**src/shared/fsg_params.svh**
```systemverilog
// Constants of the flash security command gate.
`ifndef FSG_PARAMS_SVH
`define FSG_PARAMS_SVH

`define FSG_BLK_CNT       8
`define FSG_BLK_W         3
`define FSG_SMALL_BLK_CNT 4
`define FSG_SMALL_BLK_KB  4
`define FSG_LARGE_BLK_KB  60
`define FSG_ADDR_W        18
`define FSG_SMALL_BYTES   18'h01000
`define FSG_LARGE_BYTES   18'h0f000
`define FSG_SEC_RST       3'h0
`define FSG_SEC_BLK_BIT   0
`define FSG_SEC_CHIP_BIT  1
`define FSG_SEC_PROG_BIT  2

`endif

```
**src/shared/fsg_pkg.sv**
```systemverilog
// Types of the flash security command gate.
package fsg_pkg;

	typedef enum logic [3:0] {
		FSG_CMD_NONE  = 4'h0,
		FSG_CMD_BLK   = 4'h1,
		FSG_CMD_CHIP  = 4'h2,
		FSG_CMD_PROG  = 4'h3,
		FSG_CMD_SEC   = 4'h4,
		FSG_CMD_READ  = 4'h5
	} fsg_cmd_e;

	typedef enum logic [3:0] {
		FSG_ST_IDLE = 4'h1,
		FSG_ST_BUSY = 4'h2,
		FSG_ST_DONE = 4'h4,
		FSG_ST_REJ  = 4'h8
	} fsg_state_e;

	typedef logic [2:0] fsg_sec_t;

endpackage

```
**src/logic/fsg_blk_map.sv**
```systemverilog
// Block number to flash address range decoder.
`timescale 1ns/1ps
`include "fsg_params.svh"

module fsg_blk_map (
	input  wire logic [`FSG_BLK_W-1:0]  blk,
	output logic      [`FSG_ADDR_W-1:0] base,
	output logic      [`FSG_ADDR_W-1:0] size
);

	// =====================================================
	// Address decode
	// Blocks 0 to 3 are small, the rest are large.
	always_comb begin
		if (blk < `FSG_BLK_W'(`FSG_SMALL_BLK_CNT)) begin
			base = `FSG_ADDR_W'(blk) * `FSG_SMALL_BYTES;
			size = `FSG_SMALL_BYTES;
		end else begin
			base = `FSG_ADDR_W'(`FSG_SMALL_BLK_CNT) * `FSG_SMALL_BYTES
				+ `FSG_ADDR_W'(blk - `FSG_BLK_W'(`FSG_SMALL_BLK_CNT)) * `FSG_LARGE_BYTES;
			size = `FSG_LARGE_BYTES;
		end
	end

endmodule

```
**src/logic/fsg_gate.sv**
```systemverilog
// Security gate for flash rewrite commands from the programmer and from self programming.
//
// Behaviour
// - Block erase prohibition rejects programmer block erase; chip erase and program allowed.
// - Successful chip erase clears the block erase prohibition.
// - Chip erase prohibition rejects programmer block erase and chip erase.
// - Once chip erase prohibition is set, no prohibition can ever be cleared.
// - Program prohibition rejects programmer writes and block erase; chip erase allowed.
// - Chip erase clears the program prohibition.
// - Prohibition settings are written only by the programmer in programmer mode.
// - Three independent flags; accepted commands are the intersection of restrictions.
// - Self programming leaves prohibition settings unchanged.
// - No self programming verify; user program may read flash contents.
// - Chip erase erases the whole array, programmer mode only.
// - Block erase covers only the given block: 4 KB blocks 0-3, 60 KB others.
`timescale 1ns/1ps
`include "fsg_params.svh"

module fsg_gate (
	input  wire logic                    core_clk,
	input  wire logic                    rst_b,
	input  wire logic                    prog_mode_pin,
	input  wire logic                    cmd_valid,
	input  wire logic                    cmd_from_prog,
	input  wire logic [3:0]              cmd_code,
	input  wire logic [`FSG_BLK_W-1:0]   cmd_blk,
	input  wire logic [2:0]              cmd_sec,
	input  wire logic                    flash_done,
	input  wire logic                    flash_ok,
	output logic                         cmd_busy,
	output logic                         cmd_accept,
	output logic                         cmd_reject,
	output logic                         cmd_fail,
	output logic                         flash_start,
	output logic [3:0]                   flash_op,
	output logic [`FSG_ADDR_W-1:0]       flash_base,
	output logic [`FSG_ADDR_W-1:0]       flash_size,
	output logic                         flash_whole,
	output logic [2:0]                   sec_flags
);

	// =====================================================
	// Mode pin synchroniser
	logic                   mode_meta_r;
	logic                   mode_sync_r;

	always_ff @(posedge core_clk or negedge rst_b) begin
		if (!rst_b) begin
			mode_meta_r <= 1'b0;
			mode_sync_r <= 1'b0;
		end else begin
			mode_meta_r <= prog_mode_pin;
			mode_sync_r <= mode_meta_r;
		end
	end

	// =====================================================
	// Command decode
	// Each flag forbids its own set of programmer commands; a command passes only if no
	// raised flag forbids it, so adding a flag can only shrink what is accepted.
	function automatic logic flag_forbids(input int idx, input logic [3:0] code);
		logic is_blk;
		is_blk = (code == fsg_pkg::FSG_CMD_BLK);
		case (idx)
			`FSG_SEC_BLK_BIT:  flag_forbids = is_blk;
			`FSG_SEC_CHIP_BIT: flag_forbids = is_blk || (code == fsg_pkg::FSG_CMD_CHIP);
			`FSG_SEC_PROG_BIT: flag_forbids = is_blk || (code == fsg_pkg::FSG_CMD_PROG);
			default:           flag_forbids = 1'b0;
		endcase
	endfunction

	// A function keeps the acceptance table in one place for both paths.
	function automatic logic cmd_allowed(input logic [3:0] code, input logic from_prog,
		input logic in_prog_mode, input logic blocked);
		cmd_allowed = 1'b0;
		if (from_prog && in_prog_mode) begin
			case (code)
				fsg_pkg::FSG_CMD_BLK:  cmd_allowed = !blocked;
				fsg_pkg::FSG_CMD_CHIP: cmd_allowed = !blocked;
				fsg_pkg::FSG_CMD_PROG: cmd_allowed = !blocked;
				fsg_pkg::FSG_CMD_SEC:  cmd_allowed = 1'b1;
				fsg_pkg::FSG_CMD_READ: cmd_allowed = 1'b1;
				default:               cmd_allowed = 1'b0;
			endcase
		end else if (!from_prog && !in_prog_mode) begin
			case (code)
				fsg_pkg::FSG_CMD_BLK:  cmd_allowed = 1'b1;
				fsg_pkg::FSG_CMD_PROG: cmd_allowed = 1'b1;
				fsg_pkg::FSG_CMD_READ: cmd_allowed = 1'b1;
				default:               cmd_allowed = 1'b0;
			endcase
		end
	endfunction

	logic [`FSG_ADDR_W-1:0] map_base;
	logic [`FSG_ADDR_W-1:0] map_size;

	fsg_blk_map u_map (
		.blk  (cmd_blk),
		.base (map_base),
		.size (map_size)
	);

	// =====================================================
	// Command sequencer
	fsg_pkg::fsg_state_e    state_r;
	fsg_pkg::fsg_state_e    state_nxt;
	logic                   ok_now;
	logic                   take;
	logic [3:0]             op_r;
	logic [2:0]             sec_r;
	logic [2:0]             sec_req_r;
	logic                   via_prog_r;
	logic [2:0]             forbid;

	generate
		for (genvar i = 0; i < 3; i++) begin : g_forbid
			assign forbid[i] = sec_r[i] && flag_forbids(i, cmd_code);
		end
	endgenerate

	assign ok_now = cmd_allowed(cmd_code, cmd_from_prog, mode_sync_r, |forbid);
	assign take   = (state_r == fsg_pkg::FSG_ST_IDLE) && cmd_valid;

	always_comb begin
		state_nxt = state_r;
		case (state_r)
			fsg_pkg::FSG_ST_IDLE: begin
				if (cmd_valid) begin
					state_nxt = ok_now ? fsg_pkg::FSG_ST_BUSY : fsg_pkg::FSG_ST_REJ;
				end
			end
			fsg_pkg::FSG_ST_BUSY: begin
				if (flash_done) begin
					state_nxt = fsg_pkg::FSG_ST_DONE;
				end
			end
			fsg_pkg::FSG_ST_DONE: state_nxt = fsg_pkg::FSG_ST_IDLE;
			fsg_pkg::FSG_ST_REJ:  state_nxt = fsg_pkg::FSG_ST_IDLE;
			default:              state_nxt = fsg_pkg::FSG_ST_IDLE;
		endcase
	end

	always_ff @(posedge core_clk or negedge rst_b) begin
		if (!rst_b) begin
			state_r <= fsg_pkg::FSG_ST_IDLE;
		end else begin
			state_r <= state_nxt;
		end
	end

	always_ff @(posedge core_clk or negedge rst_b) begin
		if (!rst_b) begin
			op_r       <= 4'h0;
			sec_req_r  <= 3'h0;
			via_prog_r <= 1'b0;
		end else if (take && ok_now) begin
			op_r       <= cmd_code;
			sec_req_r  <= cmd_sec;
			via_prog_r <= cmd_from_prog && mode_sync_r;
		end
	end

	// A whole-array erase has no range that fits the size field, so the range reads as zero
	// and the whole flag alone tells the engine what to erase.
	always_ff @(posedge core_clk or negedge rst_b) begin
		if (!rst_b) begin
			flash_base <= '0;
			flash_size <= '0;
		end else if (take && ok_now) begin
			if (cmd_code == fsg_pkg::FSG_CMD_CHIP) begin
				flash_base <= '0;
				flash_size <= '0;
			end else begin
				flash_base <= map_base;
				flash_size <= map_size;
			end
		end
	end

	always_ff @(posedge core_clk or negedge rst_b) begin
		if (!rst_b) begin
			flash_whole <= 1'b0;
		end else if (take && ok_now) begin
			flash_whole <= (cmd_code == fsg_pkg::FSG_CMD_CHIP);
		end
	end

	// =====================================================
	// Flash engine handshake
	always_ff @(posedge core_clk or negedge rst_b) begin
		if (!rst_b) begin
			flash_start <= 1'b0;
		end else begin
			flash_start <= take && ok_now;
		end
	end

	always_ff @(posedge core_clk or negedge rst_b) begin
		if (!rst_b) begin
			flash_op <= 4'h0;
		end else if (take && ok_now) begin
			flash_op <= cmd_code;
		end
	end

	always_ff @(posedge core_clk or negedge rst_b) begin
		if (!rst_b) begin
			cmd_busy <= 1'b0;
		end else begin
			cmd_busy <= (state_nxt != fsg_pkg::FSG_ST_IDLE);
		end
	end

	// A refused command never reaches the engine; its answer comes one cycle after the request.
	always_ff @(posedge core_clk or negedge rst_b) begin
		if (!rst_b) begin
			cmd_reject <= 1'b0;
		end else begin
			cmd_reject <= take && !ok_now;
		end
	end

	always_ff @(posedge core_clk or negedge rst_b) begin
		if (!rst_b) begin
			cmd_accept <= 1'b0;
		end else begin
			cmd_accept <= (state_r == fsg_pkg::FSG_ST_BUSY) && flash_done && flash_ok;
		end
	end

	always_ff @(posedge core_clk or negedge rst_b) begin
		if (!rst_b) begin
			cmd_fail <= 1'b0;
		end else begin
			cmd_fail <= (state_r == fsg_pkg::FSG_ST_BUSY) && flash_done && !flash_ok;
		end
	end

	// =====================================================
	// Prohibition flags
	// Flags only change on a completed programmer-mode operation, so a self
	// programming command can never reach them.
	logic                   fin_ok;
	logic                   chip_done;
	logic                   sec_done;
	logic [2:0]             sec_nxt;

	// Requiring programmer mode both at acceptance and at completion stops a command that was
	// taken just before the mode pin fell from changing flags once self programming has begun.
	assign fin_ok    = (state_r == fsg_pkg::FSG_ST_BUSY) && flash_done && flash_ok
		&& mode_sync_r && via_prog_r;
	assign chip_done = fin_ok && (op_r == fsg_pkg::FSG_CMD_CHIP);
	assign sec_done  = fin_ok && (op_r == fsg_pkg::FSG_CMD_SEC);

	// One function serves all three flags; only the chip erase flag is never cleared by chip erase.
	function automatic logic flag_next(input int idx, input logic [2:0] cur, input logic req,
		input logic chip_ok, input logic set_ok);
		flag_next = cur[idx];
		if (set_ok) begin
			flag_next = cur[idx] | req;
		end else if (chip_ok && !cur[`FSG_SEC_CHIP_BIT] && idx != `FSG_SEC_CHIP_BIT) begin
			flag_next = 1'b0;
		end
	endfunction

	generate
		for (genvar i = 0; i < 3; i++) begin : g_flag
			assign sec_nxt[i] = flag_next(i, sec_r, sec_req_r[i], chip_done, sec_done);
		end
	endgenerate

	always_ff @(posedge core_clk or negedge rst_b) begin
		if (!rst_b) begin
			sec_r <= `FSG_SEC_RST;
		end else begin
			sec_r <= sec_nxt;
		end
	end

	always_ff @(posedge core_clk or negedge rst_b) begin
		if (!rst_b) begin
			sec_flags <= `FSG_SEC_RST;
		end else begin
			sec_flags <= sec_r;
		end
	end

endmodule

```
**config.mk**
```make
export PLATFORM = sky130hd
export DESIGN_NAME = fsg_gate
export DESIGN_NICKNAME = d
export VERILOG_FILES = /design/src/shared/fsg_pkg.sv /design/src/logic/fsg_blk_map.sv /design/src/logic/fsg_gate.sv
export VERILOG_INCLUDE_DIRS = /design/src /design/src/shared
export SDC_FILE = /design/constraint.sdc
export NUM_CORES = 1
export LEC_CHECK = 0
export BUFFER_PORTS_ARGS = -buffer_cell sky130_fd_sc_hd__buf_2
export CORE_ASPECT_RATIO = 0.75
export CORE_MARGIN = 2
export CORE_UTILIZATION = 50
export DETAILED_ROUTE_END_ITERATION = 6
export PLACE_DENSITY = 0.83
export SYNTH_ARGS = -nofsm -noshare
export SYNTH_HDL_FRONTEND = slang
export SYNTH_SLANG_ARGS = --single-unit
```
**constraint.sdc**
```tcl
create_clock -name core_clk -period 2.76 [get_ports core_clk]
set_clock_uncertainty 0.1 [all_clocks]
set_input_delay 0 -clock core_clk [delete_from_list [all_inputs] [get_ports core_clk]]
set_output_delay 0 -clock core_clk [all_outputs]
set_load 0.05 [all_outputs]
```
==> out/metrics.yaml <==
yosys:
  ys_warn_count: 0
  synth_common_cells: "33 x dfrtp_1, 28 x buf_4, 18 x inv_1"
  yosysMostFrequentCell: "dfrtp_1"
  synth_seq_cells: 34
  avgSynthCellArea_um2: 11.3
  netlist-cell-type-count: 34
  synthFlopType: "dfrtp_1"
  ys_async_sr_fraction_pct: 100
  syn_area_mm2: 0.00192
  synth_top_area_share_pct: 43.0
  synth.area.top_cells: "dfrtp_1 43%, buf_4 11%, fa_1 6.3%"
  yosysSeqAreaShare_pct: 44.4
  synth-edff-count: 0
  synth_top_cell_by_area: "dfrtp_1"
  syn_inst: 170
placed_design:
  io_buffer_count: 39
  dp_hpwl_um: 2630
  place_congestion: 0.728
  placed_cell_area_mm2: 0.00211
  place_inst: 265
worst_setup_path:
  arrival_ns: 2.63
  path_buf_inv: 4
  end_kind: "flop"
  r2r-start: "sec_r[2]$_DFFE_PN0P_"
  startpoint_type: "input pin"
  slowest_stage: "fa_1"
  path_max_fanout: 2
  crit_type: "in2reg"
  path_depth: 13
  reg2reg_slack_ns: 0.72
  slowest_delay_ns: 0.52
  cp.required_ns: 2.83
  timing.rr.end: "flash_op[2]$_DFFE_PN0P_"
  worstSetupEndpoint: "flash_base[17]$_DFFE_PN0P_"
  critPathTopFamily: "adder cells"
  cp_cell_sequence: "buf_2 -> ha_1 -> inv_1 -> fa_1 -> inv_1 -> ha_1 -> inv_1 -> fa_1 -> xor2_1 -> nor3_1 -> xnor3_1 -> nor2_1 -> mux2_2"
  cp_common_cell: "inv_1"
  cp-startpoint: "cmd_blk[0]"
  reg2reg_depth: 5
floorplanning:
  initial_core_util_pct: 52.5
  io_pins: 66
  rows: 19
  die_h_um: 57.7
  dieArea_mm2: 0.00436
  die_w_um: 75.6
  core-area_mm2: 0.00366
sta:
  finalHoldViolCount: 0
  min_period_over_period_pct: 92.9
  maxClockFrequency_mhz: 390
  setup_violations: 0
  rsz0062_at_grt: "no"
  min_period_ns: 2.56
  final-max-slew-violation-count: 0
  worst_slew_pin_slew_ns: 0.738
  relSlewSlack_pct: 50.8
job:
  drv_cap: 0
status:
  status: "finished clean"
pwr:
  irDropWorstVdd_mv: 0.532
  p_leak_nw: 1.29
  power.density_mw_per_mm2: 843
  finalPower_mw: 2.00
clock_network:
  tritoncts: "built"
  cts_buffers: 5
  cts_resized: 0
  clockBufferDepth: 2
  root_buffer: "clkbuf_8"
  clk_pin_slew_ns: 0.07
  cts_htree_levels: 2
  clock-sinks: 34
  clk_latency_ns: 0.29
cells_and_area:
  design_area_mm2: 0.00237
  area_growth_pct: 23.2
  diodes: 0
  final_cells: 284
  nets: 262
  drive_gt1_share_pct: 31.5
route:
  drtIter0Drc: 48
  wirelength_um: 3480
  dr_total_vias: 1266
  avgViaCountPerCell: 4.46
  route.detailed.drc: 0
  first_pass_iters: 4
  wire_per_inst_um: 12.3
  ant_nets: 0
global_route:
  grt_overflow_total: 0
  grt_pass1_vias: 1226
  antenna_found_initial: 0
  grt_usage_pct: 17.7
  grt_max_degree: 35
  grt_pass1_wl_um: 5660
worst_hold_path:
  min-delay-path-class: "in2reg"
==> area by class of cell <==
class                   instances  area, µm²
inverters                      18       67.6
clock inverters                 2       60.1
well taps                      52       65.1
repair buffers                 58        365
fillers                       311       1290
flip-flops and latches         34        852
clock buffers                   6       82.6
multi-input cells             114        873
==> flip-flops by register name (all words and copies together), names as in the netlist <==
| name | cells |
|---|---|
| cmd_accept | 1 |
| cmd_busy | 1 |
| cmd_fail | 1 |
| cmd_reject | 1 |
| flash_base | 6 |
| flash_op | 4 |
| flash_size | 2 |
| flash_start | 1 |
| flash_whole | 1 |
| mode_meta_r | 1 |
| mode_sync_r | 1 |
| sec_flags | 3 |
| sec_r | 3 |
| sec_req_r | 3 |
| state_r | 4 |
| via_prog_r | 1 |
==> layer usage <==
metal | vias to the layer above | share of wire (%) | global-route usage (%)
met4 | 0 | 1.6 | 5.26
li1 | 614 | - | -
met5 | - | 0 | 0
met3 | 9 | 5.1 | 5.22
met1 | 602 | 45 | 23.7
met2 | 41 | 48 | 28.0
==> power breakdown <==
| group | leakage [nW] | internal, mW | total (mW) | switching (mW) |
|---|---|---|---|---|
| clock | 0.0714 | 0.385 | 0.565 | 0.180 |
| combinational | 0.784 | 0.221 | 0.763 | 0.543 |
| sequential | 0.437 | 0.603 | 0.667 | 0.0640 |
| total | 1.29 | 1.21 | 2.00 | 0.786 |
==> worst register-to-register path, stage by stage (launching register included) <==
cell     delay [ns]
dfrtp_1        0.42
nand2_1        0.09
nand4_1        0.11
o32ai_2        0.47
nand3_4        0.33
mux2_4         0.40
==> metrics by stage <==
step / setup TNS, ns / util (%) / hold WS, ns / worst slack, ns
floorplan: 0 / - / -0.396 / 0.00109
global placement: -0.0740 / 57.7 / -0.00535 / -0.0740
detailed placement: -0.177 / 57.7 / 0.00302 / -0.177
CTS: 0 / 64.6 / 0.000904 / 0.118
global route: 0 / 64.6 / 0.0219 / 0.0500
finish: 0 / 64.6 / 0.0109 / 0.196
==> how the worst min path moves through the flow <==
stage           startpoint  slack [ns]                          to  depth (start not counted)
2_1_floorplan        rst_b       -0.40        cmd_accept$_DFF_PN0_                          0
3_3_place_gp         rst_b      -0.005  flash_size[12]$_DFFE_PN0P_                          1
3_5_place_dp         rst_b       0.003  flash_size[12]$_DFFE_PN0P_                          1
4_1_cts        cmd_code[3]      0.0009        cmd_reject$_DFF_PN0_                          3
5_1_grt        cmd_code[3]        0.02        cmd_reject$_DFF_PN0_                          3
6_report       cmd_code[3]        0.01        cmd_reject$_DFF_PN0_                          3
==> what timing repair did <==
| item | in CTS | in global routing |
|---|---|---|
| endpoints found under the setup margin | 0 | 1 |
| hold endpoints to repair | 45 | 0 |
| buffers inserted | 0 | 0 |
| hold buffers | 11 | 0 |
==> cell families (layout without fill, tap and decap cells) <==
kind of cell,Yosys count,in the layout,synth area share [%]
compound gates,14,14,4.82
xor+xnor,5,5,3.00
fa+ha+maj,14,14,11.5
buf+inv,47,84,15.0
flops,34,34,44.4
mux,17,17,10.5
other cells,1,26,0.195
simple gates,38,38,10.6
==> cell usage in the layout, fill, tap and decap left out, types with 8 or more instances in the layout <==
master         count
mux2_2             9
buf_2             39
inv_1             18
buf_4              8
nor2_1            13
dlygate4sd3_1     11
dfrtp_1           33
conb_1            26
nand2_1            8
ha_1               8
No activity file was read; power rests on OpenSTA's default activity.
